**config.mk**
```make
export PLATFORM = sky130hd
export DESIGN_NAME = ras_return_stack
export DESIGN_NICKNAME = d
export VERILOG_FILES = /design/src/design/ras_pkg.sv /design/src/design/ras_return_stack.sv
export SDC_FILE = /design/constraint.sdc
export NUM_CORES = 2
export LEC_CHECK = 0
export BUFFER_PORTS_ARGS = -buffer_cell sky130_fd_sc_hd__buf_2
export CORE_ASPECT_RATIO = 0.6
export CORE_MARGIN = 2
export CORE_UTILIZATION = 40
export DETAILED_ROUTE_END_ITERATION = 7
export GPL_TIMING_DRIVEN = 0
export HOLD_SLACK_MARGIN = 0.1
export SLEW_MARGIN = 20
export SYNTH_ARGS = -nofsm -noshare
export SYNTH_HDL_FRONTEND = slang
export SYNTH_SLANG_ARGS = --single-unit
```
**constraint.sdc**
```tcl
create_clock -name clk -period 5.4 [get_ports clk]
set_input_delay 0.54 -clock clk [delete_from_list [all_inputs] [get_ports clk]]
set_output_delay 0.54 -clock clk [all_outputs]
set_load 0.1 [all_outputs]
```
**src/design/ras_pkg.sv**
```systemverilog
// Constants and types shared by the return address stack.
package ras_pkg;

  // ****************************************************************
  // Geometry.
  // ****************************************************************
  localparam int PC_W    = 21;  // Program counter width.
  localparam int PTR_W   = 5;   // Stack pointer width.
  localparam int ENTRIES = 31;  // Storage entries behind pointers 1..31.
  localparam int ADDR_W  = 3;   // Register port address width.
  localparam int DATA_W  = 8;   // Register port data width.

  // Pointer values of note.
  localparam logic [PTR_W-1:0] PTR_EMPTY  = 5'h00;
  localparam logic [PTR_W-1:0] PTR_TOP    = 5'h1_F;
  localparam logic [PTR_W-1:0] PTR_NEARLY = 5'h1_E;
  localparam logic [PTR_W-1:0] PTR_ONE    = 5'h0_1;

  // ****************************************************************
  // Program counter constants.
  // ****************************************************************
  localparam logic [PC_W-1:0] RESET_VECTOR = 21'h00_0000;
  localparam logic [PC_W-1:0] HI_VECTOR    = 21'h00_0008;
  localparam logic [PC_W-1:0] LO_VECTOR    = 21'h00_0018;
  localparam logic [PC_W-1:0] PC_STEP      = 21'h00_0002;

  // ****************************************************************
  // Register offsets.
  // ****************************************************************
  localparam logic [ADDR_W-1:0] OFS_TOP_UPPER = 3'h0;
  localparam logic [ADDR_W-1:0] OFS_TOP_HIGH  = 3'h1;
  localparam logic [ADDR_W-1:0] OFS_TOP_LOW   = 3'h2;
  localparam logic [ADDR_W-1:0] OFS_POINTER   = 3'h3;
  localparam logic [ADDR_W-1:0] OFS_IRQ_STAT  = 3'h4;
  localparam logic [ADDR_W-1:0] OFS_IRQ_MASK  = 3'h5;

  // Field positions in the pointer register and the irq registers.
  localparam int BIT_FULL      = 7;
  localparam int BIT_UNDERFLOW = 6;
  localparam int IRQ_FULL      = 0;
  localparam int IRQ_UNDERFLOW = 1;

  // Reset values.
  localparam logic [1:0] IRQ_STAT_RST = 2'h0;
  localparam logic [1:0] IRQ_MASK_RST = 2'h0;

  // Whole state of the stack block, registered in one process.
  typedef struct packed {
    logic [ENTRIES-1:0][PC_W-1:0] mem;        // Stack storage.
    logic [PTR_W-1:0]             ptr;        // Stack pointer.
    logic                         full;       // Stack full flag.
    logic                         unf;        // Stack underflow flag.
    logic [1:0]                   irq_stat;   // Sticky event bits.
    logic [1:0]                   irq_mask;   // Interrupt enables.
    logic [PC_W-1:0]              pop_pc;     // Value returned by a pop.
    logic                         pop_valid;  // Pop answer strobe.
    logic                         ovf_req;    // Overflow reset request.
    logic [DATA_W-1:0]            rdata;      // Register read data.
  } ras_state_type;

endpackage

```
**src/design/ras_return_stack.sv**
```systemverilog
// Return address stack with software pointer and top-entry registers.
//
// Contract
// - 31 entries of 21 bits, 5-bit pointer.
// - Every reset sets pointer zero; zero is empty.
// - Push, call, relative call, interrupt push the counter.
// - Push increments pointer, then writes the entry.
// - Returns read selected entry, then decrement pointer.
// - Returns leave the counter latch registers alone.
// - Three byte registers reach the selected entry.
// - Software reads and writes pointer 0 to 31.
// - Full flag sets after 31 pushes without pop.
// - Full flag clears only by software or power-on.
// - Overflow reset: store counter plus two, reset.
// - No overflow reset: pointer holds 31, overwrite.
// - Empty pop returns zero, sets underflow, pointer stays.
// - Underflow flag stays until software or power-on.
// - Storage only reachable via pointer and top registers.
// - Program counter is 21 bits wide.
// - Reset vector zero; empty pop lands there.
//
// The plain strobed port and the register offsets were left to the implementer.
`timescale 1ns/1ps

module ras_return_stack
  import ras_pkg::*;
(
  input  wire logic                         clk,        // Core clock.
  input  wire logic                         rst_n,      // Power-on reset.
  input  wire logic                         dev_reset,  // Other resets.
  input  wire logic                         ovf_rst_en, // Config bit.
  input  wire logic                         push,       // Push request.
  input  wire logic [ras_pkg::PC_W-1:0]     push_pc,    // Counter to save.
  input  wire logic                         pop,        // Pop request.
  output logic      [ras_pkg::PC_W-1:0]     pop_pc,     // Restored counter.
  output logic                              pop_valid,  // Pop answer.
  output logic                              ovf_reset,  // Device reset req.
  input  wire logic [ras_pkg::ADDR_W-1:0]   reg_addr,   // Register address.
  input  wire logic [ras_pkg::DATA_W-1:0]   reg_wdata,  // Write data.
  input  wire logic                         reg_wr,     // Write strobe.
  input  wire logic                         reg_rd,     // Read strobe.
  output logic      [ras_pkg::DATA_W-1:0]   reg_rdata,  // Read data.
  output logic                              irq         // Level interrupt.
);
  import ras_pkg::*;

  // ****************************************************************
  // State and helpers.
  // ****************************************************************
  // The whole stack, flags and bus answer live in one registered struct.
  ras_state_type    st_ff;
  ras_state_type    nxt_st;   // Next state.
  logic [PTR_W-1:0] top_idx;  // Storage index of the selected entry.
  logic [PC_W-1:0]  top_val;  // Selected entry, zero when empty.
  logic             full_evt; // Full event this cycle.
  logic             unf_evt;  // Underflow event this cycle.

  // Pointer n maps to storage slot n-1; pointer zero has no slot.
  // The same index and value feed the register reads and the pop path,
  // so software and the sequencer always see one top entry.
  always_comb begin
    top_idx = 5'(st_ff.ptr - PTR_ONE);
    top_val = RESET_VECTOR;
    if (st_ff.ptr != PTR_EMPTY) begin
      top_val = st_ff.mem[top_idx];
    end
  end

  // ****************************************************************
  // Next-state logic.
  // ****************************************************************
  // Software writes are applied first, then hardware stack operations
  // and events, so that a flag set in the cycle of its clear survives.
  always_comb begin
    nxt_st           = st_ff;
    nxt_st.pop_valid = 1'b0;
    nxt_st.ovf_req   = 1'b0;
    nxt_st.rdata     = '0;
    full_evt         = 1'b0;
    unf_evt          = 1'b0;

    // Register writes.
    if (reg_wr) begin
      unique case (reg_addr)
        OFS_TOP_UPPER: begin
          // Upper byte holds only five counter bits.
          if (st_ff.ptr != PTR_EMPTY) begin
            nxt_st.mem[top_idx][20:16] = reg_wdata[4:0];
          end
        end
        OFS_TOP_HIGH: begin
          if (st_ff.ptr != PTR_EMPTY) begin
            nxt_st.mem[top_idx][15:8] = reg_wdata;
          end
        end
        OFS_TOP_LOW: begin
          if (st_ff.ptr != PTR_EMPTY) begin
            nxt_st.mem[top_idx][7:0] = reg_wdata;
          end
        end
        OFS_POINTER: begin
          // Writing zero to a flag clears it; one leaves it alone.
          nxt_st.ptr = reg_wdata[PTR_W-1:0];
          if (!reg_wdata[BIT_FULL]) begin
            nxt_st.full = 1'b0;
          end
          if (!reg_wdata[BIT_UNDERFLOW]) begin
            nxt_st.unf = 1'b0;
          end
        end
        OFS_IRQ_STAT: begin
          // Write one to clear.
          nxt_st.irq_stat = st_ff.irq_stat & ~reg_wdata[1:0];
        end
        OFS_IRQ_MASK: begin
          nxt_st.irq_mask = reg_wdata[1:0];
        end
        default: begin
          // Unmapped offsets ignore writes.
        end
      endcase
    end

    // Hardware stack operations. The sequencer never issues push and
    // pop together; push takes priority if it should.
    if (dev_reset) begin
      // Non power-on resets clear only the pointer, not the flags.
      nxt_st.ptr = PTR_EMPTY;
    end else if (push) begin
      if (st_ff.ptr == PTR_TOP) begin
        // Stack already full: overwrite the top entry in place.
        nxt_st.mem[ENTRIES-1] = push_pc;
        nxt_st.ptr            = PTR_TOP;
      end else if (st_ff.ptr == PTR_NEARLY) begin
        full_evt = 1'b1;
        if (ovf_rst_en) begin
          // Store the counter past the call, then reset the device.
          nxt_st.mem[ENTRIES-1] = 21'(push_pc + PC_STEP);
          nxt_st.ptr            = PTR_EMPTY;
          nxt_st.ovf_req        = 1'b1;
        end else begin
          nxt_st.mem[ENTRIES-1] = push_pc;
          nxt_st.ptr            = PTR_TOP;
        end
      end else begin
        // New pointer p+1 selects slot p.
        nxt_st.mem[st_ff.ptr] = push_pc;
        nxt_st.ptr            = 5'(st_ff.ptr + PTR_ONE);
      end
    end else if (pop) begin
      // Only the counter is restored; no counter latch is touched.
      nxt_st.pop_valid = 1'b1;
      if (st_ff.ptr == PTR_EMPTY) begin
        nxt_st.pop_pc = RESET_VECTOR;
        unf_evt       = 1'b1;
      end else begin
        nxt_st.pop_pc = top_val;
        nxt_st.ptr    = top_idx;
      end
    end

    // Events set flags after any clear so the set wins.
    if (full_evt) begin
      nxt_st.full               = 1'b1;
      nxt_st.irq_stat[IRQ_FULL] = 1'b1;
    end
    if (unf_evt) begin
      nxt_st.unf                     = 1'b1;
      nxt_st.irq_stat[IRQ_UNDERFLOW] = 1'b1;
    end

    // Register reads see the state before this cycle's updates.
    // A top-entry read at pointer zero returns zero: no slot stands there.
    if (reg_rd) begin
      unique case (reg_addr)
        OFS_TOP_UPPER: nxt_st.rdata = {3'h0, top_val[20:16]};
        OFS_TOP_HIGH:  nxt_st.rdata = top_val[15:8];
        OFS_TOP_LOW:   nxt_st.rdata = top_val[7:0];
        OFS_POINTER: begin
          nxt_st.rdata = {st_ff.full, st_ff.unf, 1'b0, st_ff.ptr};
        end
        OFS_IRQ_STAT:  nxt_st.rdata = {6'h00, st_ff.irq_stat};
        OFS_IRQ_MASK:  nxt_st.rdata = {6'h00, st_ff.irq_mask};
        default:       nxt_st.rdata = '0;
      endcase
    end
  end

  // ****************************************************************
  // State register.
  // ****************************************************************
  // Power-on reset clears everything, flags included. The storage is
  // cleared too, which costs area but keeps reads defined.
  // Soft resets never reach this process; they only zero the pointer.
  always_ff @(posedge clk or negedge rst_n) begin
    if (!rst_n) begin
      st_ff          <= '0;
      st_ff.irq_stat <= IRQ_STAT_RST;
      st_ff.irq_mask <= IRQ_MASK_RST;
    end else begin
      st_ff <= nxt_st;
    end
  end

  // Outputs come straight from the state flops; irq is the OR of the masked event bits.
  assign pop_pc    = st_ff.pop_pc;
  assign pop_valid = st_ff.pop_valid;
  assign ovf_reset = st_ff.ovf_req;
  assign reg_rdata = st_ff.rdata;
  assign irq       = |(st_ff.irq_stat & st_ff.irq_mask);

  // ****************************************************************
  // Assertions.
  // ****************************************************************
  // Every property below is held off while the power-on reset is low,
  // since the state is forced to zero then and nothing is sampled.
  // A soft reset empties the stack one edge later.
  property p_dev_reset_ptr;
    @(posedge clk) disable iff (!rst_n)
    dev_reset |=> st_ff.ptr == PTR_EMPTY;
  endproperty
  a_dev_reset_ptr: assert property (p_dev_reset_ptr)
    else $error("Pointer not zero after device reset.");

  // Normal push steps the pointer up by one and stores the counter.
  property p_push_inc;
    @(posedge clk) disable iff (!rst_n)
    (push && !dev_reset && st_ff.ptr < PTR_NEARLY) |=>
      (st_ff.ptr == 5'($past(st_ff.ptr) + 5'd1)) &&
      (st_ff.mem[$past(st_ff.ptr)] == $past(push_pc));
  endproperty
  a_push_inc: assert property (p_push_inc)
    else $error("Push did not increment pointer and store.");

  // Pop of a non-empty stack returns the entry and steps down.
  property p_pop_dec;
    @(posedge clk) disable iff (!rst_n)
    (pop && !push && !dev_reset && st_ff.ptr != PTR_EMPTY) |=>
      pop_valid && (pop_pc == $past(top_val)) &&
      (st_ff.ptr == 5'($past(st_ff.ptr) - 5'd1));
  endproperty
  a_pop_dec: assert property (p_pop_dec)
    else $error("Pop did not return top and decrement.");

  // Empty pop gives the reset vector and raises underflow.
  property p_underflow;
    @(posedge clk) disable iff (!rst_n)
    (pop && !push && !dev_reset && st_ff.ptr == PTR_EMPTY) |=>
      pop_valid && pop_pc == RESET_VECTOR && st_ff.unf &&
      st_ff.ptr == PTR_EMPTY;
  endproperty
  a_underflow: assert property (p_underflow)
    else $error("Empty pop handled wrongly.");

  // Full flag holds unless software writes zero to it.
  property p_full_sticky;
    @(posedge clk) disable iff (!rst_n)
    (st_ff.full && !(reg_wr && reg_addr == OFS_POINTER &&
      !reg_wdata[BIT_FULL])) |=> st_ff.full;
  endproperty
  a_full_sticky: assert property (p_full_sticky)
    else $error("Full flag dropped without software clear.");

  // Underflow flag holds unless software writes zero to it.
  property p_unf_sticky;
    @(posedge clk) disable iff (!rst_n)
    (st_ff.unf && !(reg_wr && reg_addr == OFS_POINTER &&
      !reg_wdata[BIT_UNDERFLOW])) |=> st_ff.unf;
  endproperty
  a_unf_sticky: assert property (p_unf_sticky)
    else $error("Underflow flag dropped without software clear.");

  // Thirty-first push with overflow reset enabled.
  property p_ovf_reset;
    @(posedge clk) disable iff (!rst_n)
    (push && !dev_reset && ovf_rst_en && st_ff.ptr == PTR_NEARLY) |=>
      ovf_reset && st_ff.full && st_ff.ptr == PTR_EMPTY &&
      st_ff.mem[ENTRIES-1] == 21'($past(push_pc) + PC_STEP) ##1 !ovf_reset;
  endproperty
  a_ovf_reset: assert property (p_ovf_reset)
    else $error("Overflow reset sequence wrong.");

  // Without overflow reset the pointer parks at the top.
  property p_ovf_hold;
    @(posedge clk) disable iff (!rst_n)
    (push && !dev_reset && !ovf_rst_en && !reg_wr &&
      st_ff.ptr >= PTR_NEARLY) |=>
      st_ff.ptr == PTR_TOP && !ovf_reset &&
      st_ff.full == ($past(st_ff.full) || $past(st_ff.ptr) == PTR_NEARLY) &&
      st_ff.mem[ENTRIES-1] == $past(push_pc);
  endproperty
  a_ovf_hold: assert property (p_ovf_hold)
    else $error("Full stack push did not overwrite top.");

  // Pointer register reads back pointer and both flags.
  property p_ptr_read;
    @(posedge clk) disable iff (!rst_n)
    (reg_rd && reg_addr == OFS_POINTER) |=>
      reg_rdata == {$past(st_ff.full), $past(st_ff.unf), 1'b0,
                    $past(st_ff.ptr)};
  endproperty
  a_ptr_read: assert property (p_ptr_read)
    else $error("Pointer register read back wrong.");

  // A pop answer only ever follows an accepted pop.
  property p_pop_answer_only;
    @(posedge clk) disable iff (!rst_n)
    (!pop || push || dev_reset) |=> !pop_valid;
  endproperty
  a_pop_answer_only: assert property (p_pop_answer_only)
    else $error("Pop answer without an accepted pop.");

  // The overflow reset request comes only from the thirty-first push.
  property p_ovf_only_full;
    @(posedge clk) disable iff (!rst_n)
    !(push && !dev_reset && ovf_rst_en && st_ff.ptr == PTR_NEARLY) |=>
      !ovf_reset;
  endproperty
  a_ovf_only_full: assert property (p_ovf_only_full)
    else $error("Overflow reset request without a full push.");

  // Device resets empty the stack but keep both flags.
  property p_dev_reset_flags;
    @(posedge clk) disable iff (!rst_n)
    (dev_reset && !reg_wr) |=>
      st_ff.full == $past(st_ff.full) && st_ff.unf == $past(st_ff.unf);
  endproperty
  a_dev_reset_flags: assert property (p_dev_reset_flags)
    else $error("Device reset changed a stack flag.");

  // The thirty-first push raises the full flag and its event bit.
  property p_full_event;
    @(posedge clk) disable iff (!rst_n)
    (push && !dev_reset && st_ff.ptr == PTR_NEARLY) |=>
      st_ff.full && st_ff.irq_stat[IRQ_FULL];
  endproperty
  a_full_event: assert property (p_full_event)
    else $error("Full push did not raise the full flag.");

  // A top-entry low byte write lands in the selected slot.
  property p_top_write_low;
    @(posedge clk) disable iff (!rst_n)
    (reg_wr && reg_addr == OFS_TOP_LOW && st_ff.ptr != PTR_EMPTY &&
      !push && !pop && !dev_reset) |=>
      top_val[7:0] == $past(reg_wdata);
  endproperty
  a_top_write_low: assert property (p_top_write_low)
    else $error("Top entry low byte write lost.");

  // Top-entry reads show the selected slot as it stood.
  property p_top_read_low;
    @(posedge clk) disable iff (!rst_n)
    (reg_rd && reg_addr == OFS_TOP_LOW) |=>
      reg_rdata == $past(top_val[7:0]);
  endproperty
  a_top_read_low: assert property (p_top_read_low)
    else $error("Top entry low byte read back wrong.");

  // With the stack empty the top upper register reads as zero.
  property p_empty_top_read;
    @(posedge clk) disable iff (!rst_n)
    (reg_rd && reg_addr == OFS_TOP_UPPER && st_ff.ptr == PTR_EMPTY) |=>
      reg_rdata == 8'h00;
  endproperty
  a_empty_top_read: assert property (p_empty_top_read)
    else $error("Top register read nonzero on an empty stack.");

  // Read data stand for one cycle after a read and are zero otherwise.
  property p_rdata_idle;
    @(posedge clk) disable iff (!rst_n)
    !reg_rd |=> reg_rdata == 8'h00;
  endproperty
  a_rdata_idle: assert property (p_rdata_idle)
    else $error("Read data present without a read.");

endmodule

```
==> flow_metrics.tcl <==
set metrics [dict create \
    viasPerCell 6.70 \
    first_pass_iters 6 \
    grt_pass1_wl_um 316000 \
    die_h_um 246 \
    finalHoldViolations 0 \
    drt_iter0_drc 6936 \
    critPathBufInv 9 \
    setup_slack_ns -0.353 \
    postLayoutCoreUtil 0.463 \
    synthMuxAreaShare 0.253 \
    min-delay-start "dev_reset" \
    yosys-top-cells-area "dfrtp_1 45%, mux2i_1 18%, mux4_2 7.1%, a21oi_1 6.3%, nor2_1 5.3%" \
    nets 4136 \
    final_max_slew_viol_count 0 \
    h-tree-depth 3 \
    numCtsBuffers 74 \
    cp_slowest_stage_delay_ns 0.50 \
    synthAdderAreaFrac 0.00322 \
    rows 88 \
    clk_path_buf_depth 3 \
    failed_checks "negative setup slack" \
    fmax_mhz 174 \
    clkLatencyLatePin_ns 0.71 \
    gp_congestion 1.10 \
    finalSetupViolations 118 \
    io_pins 72 \
    drive_above_1_share 0.156 \
    synth-async-reset-ratio 1.00 \
    cts_root_buf "clkbuf_16" \
    post-route-period-util 1.07 \
    netlist_instances 3934 \
    rsz0062_at_grt "true" \
    synth.distinct_cells 78 \
    cp-start-kind "flop" \
    crit_path_start "st_ff[37]" \
    hold-worst-slack_ns 0.135 \
    synth_top_family_by_area "multiplexers" \
    worstPathRequired_ns 5.92 \
    outcome "finished, violations left" \
    synth-main-ff-cell "dfrtp_1" \
    synth-xor-area-share 0.00518 \
    ys_seq_area_frac 0.446 \
    cp-end-kind "flop" \
    die_area_sq_um 99900 \
    first_global_vias 33200 \
    fill_cells 9336 \
    antenna_found_initial 29 \
    power_mw 20.6 \
    synth_compound_area_frac 0.124 \
    postSynthRegisterBits 693 \
    synth_edf_count 0 \
    gr-total-overflow 0 \
    hold_path.class "primary input to flop" \
    synth_top_area_share 0.446 \
    num_vias 36500 \
    p_switching_mw 8.53 \
    cts_tree "done" \
    criticalPathCategory "flop to flop" \
    synth_top_area_cell "dfrtp_1" \
    intPower_mw 12.1 \
    synth.yosys.warnings 0 \
    critical_path.top_delay_family "buffers and inverters" \
    cp.arrival_ns 6.28 \
    fin_crit_ns 5.75 \
    area_delta_synth_final_pct 14.6 \
    drt-total-wl_um 240000 \
    seqPwrFrac 0.378 \
    final_antenna_net_count 0 \
    p_leak_nw 18.0 \
    core-area_sq_um 96200 \
    p_per_area_nw_per_um2 462 \
    grt_use_total 0.477 \
    syn_nets 3984 \
    dieWidth_um 407 \
    cts.clk_slew.worst_paths_ns 0.06 \
    avgSynthCellArea_sq_um 9.89 \
    path_cells "buf_8, buf_12, buf_12, buf_8, clkinvlp_4, clkbuf_8, ha_1, buf_2, xnor2_2, buf_6, buf_4, mux4_2, mux2i_1, nand2_1, o2111ai_1, o21a_1, o221ai_1" \
    drc 0 \
    sw_frac_of_total 0.414 \
    relSlewSlack 0.0876 \
    maxCapViolations 0 \
    cp_max_fo 13 \
    power_frac_comb 0.358 \
    io_buffer_count 50 \
    wl_per_cell_um 44.1 \
    dp_hpwl_um 176000 \
    r2r_start "st_ff[37]" \
    clkPwrFrac 0.264 \
    cpMaxStageDelayCell "mux2i_1" \
    placed_cells 5311 \
    start_util 0.404 \
    final_cells 5445 \
    clock-sinks 693 \
    worst_ir_drop_vdd_mv 0.280 \
    grt_max_degree 94 \
    synthesis.area_sq_um 38900 \
    synthSimpleGateAreaFrac 0.120 \
    worst_pin_slew_ns 1.37 \
    finalClockSkew_ns 0.0274 \
]
[worst reg2reg max path, cell delays in order, from the launching register on]
cell	delay, ns
dfrtp_2	0.48
buf_8	0.28
buf_12	0.27
buf_12	0.31
buf_8	0.30
clkinvlp_4	0.20
clkbuf_8	0.25
ha_1	0.28
buf_2	0.25
xnor2_2	0.43
buf_6	0.24
buf_4	0.36
mux4_2	0.37
mux2i_1	0.50
nand2_1	0.33
o2111ai_1	0.25
o21a_1	0.27
o221ai_1	0.21
[cell usage after synthesis, types with 7 or more instances]
master	n
a211oi_1	8
a21oi_1	487
a221oi_1	19
a22o_1	15
a22oi_1	12
a31oi_1	21
and2_1	16
and3_1	8
buf_1	34
buf_2	44
buf_4	44
buf_6	7
clkbuf_1	284
dfrtp_1	693
ha_1	10
inv_1	13
mux2_2	21
mux2i_1	683
mux4_2	123
nand2_1	295
nand2b_1	8
nand3_1	52
nand4_1	12
nor2_1	553
nor2_2	62
nor2b_1	11
nor3_1	21
nor4_1	8
o21ai_0	208
o22ai_1	37
or3_1	7
xnor2_1	18
[per-layer routing]
metal | GRT usage | vias up | wire, um | part of all wire
li1 | - | 14200 | - | -
met1 | 0.673 | 18600 | 98400 | 0.41
met3 | 0.249 | 528 | 40700 | 0.17
met2 | 0.599 | 3119 | 89200 | 0.37
met5 | 0 | - | 148 | 0.00062
met4 | 0.196 | 18 | 11800 | 0.049
[path summary, 6_finish.rpt]
path	to	slack [ns]	cells past startpoint
max	reg_rdata[7]	-0.35	17
min reg2reg	pop_pc[2]	0.48	2
min	st_ff[39]	0.14	2
max in group asynchronous	st_ff[324]	3.14	5
min in group asynchronous	st_ff[39]	0.40	2
max reg2reg	reg_rdata[7]	-0.35	17
[state kept, by name, indices dropped and copies added (netlist names)]
| name | cells |
|---|---|
| reg_rdata | 8 |
| pop_valid | 1 |
| pop_pc | 21 |
| ovf_reset | 1 |
| st_ff | 662 |
[placed cells by master (no fill, tap or decap), drive strengths merged, types with 22 or more instances in the layout]
master,Yosys,routed
a21oi,489,489
a31oi,22,22
buf,129,205
clkbuf,285,385
dfrtp,693,693
mux2i,683,683
mux4,123,123
nand2,296,296
nand3,52,52
nor2,619,619
nor3,24,24
o21ai,212,212
o22ai,37,37
[cell families (layout without fill, tap and decap cells)]
group | after synthesis | after routing
XOR/XNOR | 23 | 23
other | 0 | 8
buffers and inverters | 427 | 625
AO/OA/AOI/OAI | 867 | 867
flip-flops | 693 | 693
adder cells (fa/ha/maj) | 10 | 10
multiplexers | 827 | 827
AND/OR/NAND/NOR | 1087 | 1087
[area by class of cell]
cell class	count	area, sq um	share of cell area
multi-input combinational	2814	20200	0.453
sequential	693	17300	0.389
buffer	411	2140	0.0480
clock buffer	102	2090	0.0468
tap	1305	1630	0.0366
timing repair buffer	79	788	0.0177
clock inverter	20	320	0.00718
inverter	13	52.6	0.00118
antenna	8	20.0	0.000449
[metrics by stage]
| step | setup WS, ns | cell area (sq um) | setup TNS [ns] |
|---|---|---|---|
| after global placement | -12.15 | 40800 | -9270.97 |
| final | -0.353 | 44600 | -11.74 |
| after global routing | -0.122 | 44600 | -2.64 |
| after detailed placement | -2.73 | 41400 | -647.40 |
| after CTS | -0.0166 | 44400 | -0.0166 |
| after floorplan | 1.66 | 38900 | 0 |
[timing repair]
item                                    CTS  global route
gates resized for setup                 126            42
pin swaps                                 5             4
buffers inserted                          4             1
cloned                                    0             0
endpoints found under the hold margin    58             0
endpoints found under the setup margin  682           189
hold buffers                              1             0
[power groups by stage]
stage               Clock, mW  Sequential (mW)  Combinational [mW]
detailed placement          0             7.75                6.70
finish                   5.45             7.79                7.38
CTS                      5.38             7.69                6.86
global placement            0             7.75                6.55
global route             5.61             7.87                7.40
floorplan                   0             7.32                3.88
No activity file was read; power rests on OpenSTA's default activity.
